===== config.mk =====
export PLATFORM = sky130hd
export DESIGN_NAME = mxi_unit
export DESIGN_NICKNAME = d
export VERILOG_FILES = /design/src/verilog/mxi_pkg.sv /design/src/verilog/mxi_unit.sv
export SDC_FILE = /design/constraint.sdc
export NUM_CORES = 1
export LEC_CHECK = 0
export BUFFER_PORTS_ARGS = -buffer_cell sky130_fd_sc_hd__buf_2
export CORE_AREA = 2 2 196 198
export CTS_CLUSTER_SIZE = 30
export DETAILED_ROUTE_END_ITERATION = 8
export DIE_AREA = 0 0 198 200
export GPL_TIMING_DRIVEN = 0
export SYNTH_ARGS = -nofsm -noshare
export SYNTH_HDL_FRONTEND = slang
export SYNTH_SLANG_ARGS = --single-unit

===== constraint.sdc =====
create_clock -name clk -period 1.9 [get_ports clk]
set_input_delay 0.19 -clock clk [delete_from_list [all_inputs] [get_ports clk]]
set_output_delay 0.19 -clock clk [all_outputs]
set_load 0.01 [all_outputs]

===== src/verilog/mxi_pkg.sv =====
package mxi_pkg;

  localparam int NOUT = 7;
  localparam int NRDY = 12;
  localparam int DW   = 18;
  localparam int AW   = 11;
  localparam int SW   = 4;

  // Address field X[1-11] of the function 15 instructions
  localparam logic [AW-1:0] ADDR_RAW  = 11'h040;
  localparam logic [AW-1:0] ADDR_SRC  = 11'h041;
  localparam logic [AW-1:0] ADDR_MSET = 11'h040;
  localparam logic [AW-1:0] ADDR_MCLR = 11'h041;
  localparam logic [AW-1:0] UNIT_STEP = 11'h002;

  // Address bits 3-6 reach outlet A only
  localparam logic [AW-1:0] ADDR_A_ONLY = 11'h03c;

  localparam logic [NRDY-1:0] MASK_RST = 12'h000;

  // Position of extension signal 4 (ready Z of outlet A)
  localparam int EXT_Z_LO = 3;
  // Outlets whose ready Y feed the second OR gate (C to G)
  localparam int Y_OR_LO  = 2;
  // Outlets whose ready X feed interrupt 1 (A to C)
  localparam int X_INT_HI = 2;
  // Outlets whose ready Y feed interrupt 1 (A and B)
  localparam int Y_INT_HI = 1;

  localparam int INT_1 = 0;
  localparam int INT_2 = 1;
  localparam int INT_3 = 2;

  typedef struct packed {
    logic [DW-1:0] data_out;
    logic [AW-1:0] addr;
    logic          in_sel;
    logic          out_sel;
    logic          last_word;
    logic          reset;
    logic          power_on;
    logic          auto_run;
    logic          mains_fail;
  } mxi_dn_s;

  typedef struct packed {
    logic [DW-1:0] data_in;
    logic          reply;
    logic          block_xfer;
  } mxi_up_s;

endpackage


===== src/verilog/mxi_unit.sv =====
`timescale 1ns/1ps
// Summary of operation
// - Processor signals are repeated on every outlet; outlets B to G get address bits 3-6, auto_run and mains_fail held low.
// - Non-ready, non-interrupt outlet signals are ORed to the processor.
// - Twelve mask-gated ready lines are ORed onto one processor interrupt.
// - An unmasked OR combines five more readies (Y of C to G) onto another interrupt.
// - The group interrupt is high while an active line has its mask bit set.
// - Input 64 returns live states of lines 1 to 12, whatever the mask holds.
// - Input 65 returns the top active line number, line 1 first, 0 if none.
// - Masked-off lines do not count toward the number read by input 65.
// - Output 4160 sets every mask bit whose accumulator bit is one.
// - Output 4161 clears every mask bit whose accumulator bit is one.
// - Mask bits facing accumulator zeros are left alone by set and clear.
// - The whole mask is cleared by the computer reset.
// - Interrupts and outlet readies meet at one patch point for rerouting.
// - Up to seven outlets replicate the processor direct interface.
module mxi_unit
  import mxi_pkg::*;
#(
  parameter logic SECOND_UNIT = 1'b0
)
(
  input  wire logic                       clk,
  input  wire logic                       rst,
  input  wire mxi_pkg::mxi_dn_s           cpu_dn,
  output      mxi_pkg::mxi_up_s           cpu_up,
  output      logic [2:0]                 cpu_int,
  output      mxi_pkg::mxi_dn_s [6:0]     outlet_dn,
  input  wire mxi_pkg::mxi_up_s [6:0]     outlet_up,
  input  wire logic [6:0]                 ready_x,
  input  wire logic [6:0]                 ready_y,
  input  wire logic [6:0]                 ready_z,
  input  wire logic [11:0]                patch_ext,
  output      logic [6:0]                 patch_rdy_x,
  output      logic [6:0]                 patch_rdy_y,
  output      logic [6:0]                 patch_rdy_z
);
  import mxi_pkg::*;

  mxi_dn_s             dn_s1, dn_s2;
  mxi_up_s [NOUT-1:0]  up_s1, up_s2;
  logic [NOUT-1:0]     rx_s1, rx_s2, ry_s1, ry_s2, rz_s1, rz_s2;
  logic [NRDY-1:0]     pe_s1, pe_s2;
  logic                out_sel_p_q;
  logic [NRDY-1:0]     mask_q, mask_d;
  logic [NRDY-1:0]     ext_w;
  logic [SW-1:0]       src_w;
  logic [AW-1:0]       ofs;
  logic                rd_raw, rd_src, wr_edge;
  mxi_up_s             or_up, up_d, up_q;
  mxi_dn_s [NOUT-1:0]  odn_q;
  logic [2:0]          int_q;
  logic [NOUT-1:0]     px_q, py_q, pz_q;

  // Two flops on every pin input except rst before any logic reads it
  always_ff @(posedge clk)
  begin
    dn_s1 <= cpu_dn;
    dn_s2 <= dn_s1;
    up_s1 <= outlet_up;
    up_s2 <= up_s1;
  end

  always_ff @(posedge clk)
  begin
    rx_s1 <= ready_x;
    rx_s2 <= rx_s1;
    ry_s1 <= ready_y;
    ry_s2 <= ry_s1;
    rz_s1 <= ready_z;
    rz_s2 <= rz_s1;
    pe_s1 <= patch_ext;
    pe_s2 <= pe_s1;
  end

  // Downstream repeat, address bits 3-6 only on outlet A
  genvar g;
  generate
    for (g = 0; g < NOUT; g++)
    begin : g_out
      always_ff @(posedge clk)
      begin
        if (rst)
          odn_q[g] <= '0;
        else
        begin
          odn_q[g] <= dn_s2;
          if (g != 0)
          begin
            odn_q[g].addr       <= dn_s2.addr & ~ADDR_A_ONLY;
            odn_q[g].auto_run   <= 1'b0;
            odn_q[g].mains_fail <= 1'b0;
          end
        end
      end
    end
  endgenerate

  always_comb
  begin
    or_up = '0;
    for (int i = 0; i < NOUT; i++)
      or_up = or_up | up_s2[i];
  end

  // Extension lines: patch inputs on all twelve, readies Z of A-G ORed onto 4-10
  always_comb
  begin
    ext_w = pe_s2;
    ext_w[EXT_Z_LO +: NOUT] = pe_s2[EXT_Z_LO +: NOUT] | rz_s2;
  end

  // Line 1 is bit 0 and wins; the loop runs low priority first
  always_comb
  begin
    src_w = '0;
    for (int i = NRDY - 1; i >= 0; i--)
      if (ext_w[i] && mask_q[i])
        src_w = SW'(i + 1);
  end

  assign ofs     = SECOND_UNIT ? UNIT_STEP : '0;
  assign rd_raw  = dn_s2.in_sel && dn_s2.addr == ADDR_RAW + ofs;
  assign rd_src  = dn_s2.in_sel && dn_s2.addr == ADDR_SRC + ofs;
  assign wr_edge = dn_s2.out_sel && !out_sel_p_q;

  always_comb
  begin
    up_d = or_up;
    if (rd_raw)
    begin
      up_d.data_in = or_up.data_in | DW'(ext_w);
      up_d.reply   = 1'b1;
    end
    else if (rd_src)
    begin
      up_d.data_in = or_up.data_in | DW'(src_w);
      up_d.reply   = 1'b1;
    end
  end

  always_ff @(posedge clk)
  begin
    if (rst)
      up_q <= '0;
    else
      up_q <= up_d;
  end

  // Mask acts once per select, on its leading edge
  always_ff @(posedge clk)
  begin
    if (rst)
      out_sel_p_q <= 1'b0;
    else
      out_sel_p_q <= dn_s2.out_sel;
  end

  always_comb
  begin
    mask_d = mask_q;
    if (wr_edge && dn_s2.addr == ADDR_MSET + ofs)
      mask_d = mask_q | dn_s2.data_out[NRDY-1:0];
    else if (wr_edge && dn_s2.addr == ADDR_MCLR + ofs)
      mask_d = mask_q & ~dn_s2.data_out[NRDY-1:0];
  end

  always_ff @(posedge clk)
  begin
    if (rst)
      mask_q <= MASK_RST;
    else
      mask_q <= mask_d;
  end

  always_ff @(posedge clk)
  begin
    if (rst)
      int_q <= '0;
    else
    begin
      int_q[INT_1] <= |rx_s2[X_INT_HI:0] | |ry_s2[Y_INT_HI:0];
      int_q[INT_2] <= |ry_s2[NOUT-1:Y_OR_LO];
      int_q[INT_3] <= |(ext_w & mask_q) | dn_s2.mains_fail;
    end
  end

  // Readies also leave on the patch connector
  always_ff @(posedge clk)
  begin
    if (rst)
    begin
      px_q <= '0;
      py_q <= '0;
      pz_q <= '0;
    end
    else
    begin
      px_q <= rx_s2;
      py_q <= ry_s2;
      pz_q <= rz_s2;
    end
  end

  assign cpu_up      = up_q;
  assign cpu_int     = int_q;
  assign outlet_dn   = odn_q;
  assign patch_rdy_x = px_q;
  assign patch_rdy_y = py_q;
  assign patch_rdy_z = pz_q;

  logic [1:0] live_q;
  always_ff @(posedge clk)
  begin
    if (rst)
      live_q <= '0;
    else if (live_q != 2'h3)
      live_q <= live_q + 2'h1;
  end
endmodule


# Word level (Yosys, flattened, before mapping)
# Cells that the tools add are included.
# totals
mem_bits_ro,0
latch_bits,0
mem_count,0
reg_bits,523
ram_bits,0
# classes
n_mux,16
n_eq_ne,2
div_mod_pow,0
magnitude_cmp,0
multipliers,0
n_reduce_logical,23
bitwise,15
shifts,0
addsub,0
# op_table
cell,n
bitwise OR 20 bit,6
2-to-1 mux 4 bit,12
2-to-1 mux 19 bit,2
bitwise AND 12 bit,2
2-to-1 mux 12 bit,2
"equality test 11 x 7 -> 1 bit, second input constant",2
bitwise OR 18 x 12 -> 18 bit,1
bitwise OR 18 x 4 -> 18 bit,1
logical AND 1 bit,17
NOT 12 bit,1
bitwise OR 12 bit,1
OR reduction 12 bit,1
bitwise OR 7 bit,1
OR reduction 5 bit,1
OR reduction 3 bit,1
bitwise OR 1 bit,2
nonzero test 2 bit,1
OR reduction 2 bit,1
logical NOT 1 bit,1

# Logic depth before layout (Yosys ltp)
# depth
word_depth,16
ltp_mapped,5
mapped_depth_nobuf,4

# Least setup slack after synthesis
# No wires, ideal clock.
# synth_path
path_type,register to register
startpoint,reg dn_s2[15] in the netlist's numbering
endpoint,reg with a tool-made name
setup_slack_ns,0.445
setup_time_ns,0.132
required_ns,1.768
path_buffers,1
t_arrival_ns,1.323
path_stages_with_launch,6
path_cell_list,dfxtp_1 -> nor4_4 -> nand4_1 -> clkbuf_1 -> o21ai_0 -> a21oi_1
# synth_rtl
item,line_no,source
from (decl),mxi_unit.sv:40,"mxi_dn_s dn_s1, dn_s2;"
from (signal assigned),mxi_unit.sv:59,dn_s2 <= dn_s1;

==> impl_metrics.toml <==
[clocking]
clk_transition_reported_paths_ns = 0.07
cts_sinks = 510
cts_tree = "done"
cts-root-buf = "clkbuf_16"
cts_buffer_depth = 3
cts_made_buffers = 49
clk_latency_ns = 0.56
htreeDepth = 2

[outcome]
status = "completed"

[place]
io_buffers = 470
gp_congestion = 0.746
dp_hpwl_um = 22700

[yosys]
synth_xor_area_frac = 0
synth-edff-count = 0
ys_warn_count = 0
syn-mean-instance-area_um2 = 13.6
synth_cell_type_count = 39
synth-main-ff-cell = "dfxtp_1"
synthMuxAreaShare = 0
synthesis.area_um2 = 13300
synth_top_family_by_area = "buffers and inverters"
synth_fa_ha_area_frac = 0
synth_compound_area_frac = 0.0330
async_flop_share = 0
synthSimpleGateAreaFrac = 0.0650
synthesis.instances = 976
seq_area_frac_synth = 0.770
synth_seq_cells = 510

[sta]
fin_skew_ns = 0.0106
timing.fmax_mhz = 566
post-route-period-util = 0.930
tightest_slew_ns = 0.885
drv_slew = 0
layout_min_cycle_time_ns = 1.77
grt_setup_unrepaired = "no"
hold_violations = 0
tns_ns = 0
relSlewSlack = 0.410
finalSetupViolCount = 0

[setup_path]
crit_path_max_fanout = 10
worstPathCellList = "nor4_4 > buf_4 > buf_4 > and4_4 > buf_6 > nand3_1 > a21oi_1"
crit_top_cell = "buf_4"
cp.arrival_ns = 2.24
required_ns = 2.38
critical_path.top_delay_family = "simple AND/OR/NAND/NOR gates"
worstSetupPathType = "flip-flop to flip-flop"
cpPeakStageDelay_ns = 0.34
startpoint = "dn_s2[11]"
crit_buf_inv = 3
endpoint_kind = "flip-flop"
crit_slowest_cell = "nor4_4"
cp-start-kind = "flip-flop"
worstReg2RegStart = "dn_s2[11]"

[power]
swShare = 0.214
p_clk_frac = 0.427
intPower_w = 0.0179
p_per_area_nw_per_um2 = 1130
switchingPower_w = 0.00487
p_leak_nw = 9.73
power_frac_comb = 0.068
pwr-share-seq = 0.505
ir_drop_uv = 755
p_total_w = 0.0227

[worst_hold_path]
hold_start = "outlet_up[97]"
worstHoldPathType = "input pin to flip-flop"

[finish]
layout_common_cells = "dfxtp_1 (510), buf_2 (470), buf_4 (221), dlygate4sd3_1 (210), clkbuf_16 (51)"
drive_above_1_share = 0.441
final_common_cell = "dfxtp_1"
areaGrowthSynthToFinish_pct = 52.3
fillCellCount = 3097
nets = 1956
num_antenna_cells = 0

[global_route]
grt_max_degree = 17
grt_overflow = 0
grt_pass1_vias = 9108
antenna_found_initial = 0
grt_usage = 0.163
grt_pass1_wl_um = 48400

[route]
first_iter_violations = 256
detail_route.wl_per_cell_um = 14.4
postRouteAntennaNets = 0
routed_via_density = 3.92
drtPass1Iterations = 4
drc = 0
wirelength_um = 33200
via_count = 9009

[die]
die_area_um2 = 39600
core.rowCount = 71
die-width_um = 198
die_height_um = 200
start_util = 0.354
ios = 507
core_area_um2 = 37400

[job]
maxCapViolations = 0
-- area by class of cell --
cell class | instances | area, µm² | share of cell area
buffer | 231 | 1700 | 0.0841
clock buffer | 67 | 1440 | 0.0712
clock inverter | 24 | 230 | 0.0114
inverter | 12 | 45.0 | 0.00223
multi-input combinational | 258 | 1450 | 0.0716
sequential | 510 | 10200 | 0.506
tap | 511 | 639 | 0.0317
timing repair buffer | 683 | 4480 | 0.222
-- worst paths after layout --
check / cells after the start / to / slack (ns)
setup / recovery: 7 / flip-flop / 0.13
hold / removal: 2 / up_s1[97] / 0.25
setup reg to reg: 7 / flip-flop / 0.13
hold reg to reg: 0 / up_s2[112] / 0.32
-- through the flow --
stage	std cells	util	worst slack, ns	instance area, µm²	hold slack, ns
final	2296	0.540	0.134	20200	0.254
after global routing	2296	0.540	0.0202	20200	0.230
after CTS	2296	0.539	0.00458	20200	0.210
after detailed placement	1992	0.438	-0.416	16400	0.294
after global placement	1992	0.438	-0.382	16400	0.292
after floorplan	1011	-	0.445	13400	0.218
-- power groups by stage --
stage	logic [W]	clock network (W)	registers (W)
6_report	0.00155	0.00969	0.0115
5_1_grt	0.00168	0.0104	0.0115
4_1_cts	0.00155	0.0100	0.0115
3_5_place_dp	0.00119	0	0.0117
3_3_place_gp	0.00117	0	0.0117
2_1_floorplan	0.000582	0	0.0117
-- registers in the layout (all words and copies together), names as in the netlist, 12 cells and up, named ones only --
name / cells
dn_s2: 36
up_s2: 140
up_s1: 140
pe_s1: 12
cpu_up: 20
outlet_dn: 36
dn_s1: 36
pe_s2: 12
-- synth_stat cells, drive strengths merged (2+ instances only) --
cell type	instances	share of area
o21ai	25	0.0094
nand3	16	0.0060
clkbuf	10	0.0028
nand2	8	0.0023
nor4	22	0.013
a31oi	12	0.0057
inv	12	0.0034
nor2	15	0.0042
a31o	3	0.0020
and4	2	0.0015
dfxtp	510	0.77
nor3	23	0.0087
nor3b	2	0.0011
nand4	6	0.0028
nor2b	46	0.022
a21oi	23	0.0087
o41ai	2	0.0013
buf	221	0.12
nand2b	2	0.00094
o21a	2	0.0011
-- cells by family (layout without fill, tap and decap cells) --
family	count (synthesis)	after routing
DFF	510	510
and+or+nand+nor	147	147
AOI/OAI and AO/OA	75	75
buffers and inverters	243	1017
other	1	36
-- repair_timing --
item	4_1_cts	5_1_grt
hold buffers	210	0
gates resized for setup	1	8
buffers inserted	3	0
pin swaps	2	0
gates cloned	0	0
hold endpoints to repair	211	0
endpoints found under the setup margin	18	15
-- routing by layer --
layer,GRT usage,vias to the layer above,share of wire
li1,-,4456,-
met1,0.164,4132,0.36
met2,0.315,359,0.54
met3,0.0445,62,0.068
met4,0.0699,0,0.028
met5,0,-,0
Power figures use the tool's default switching activity.
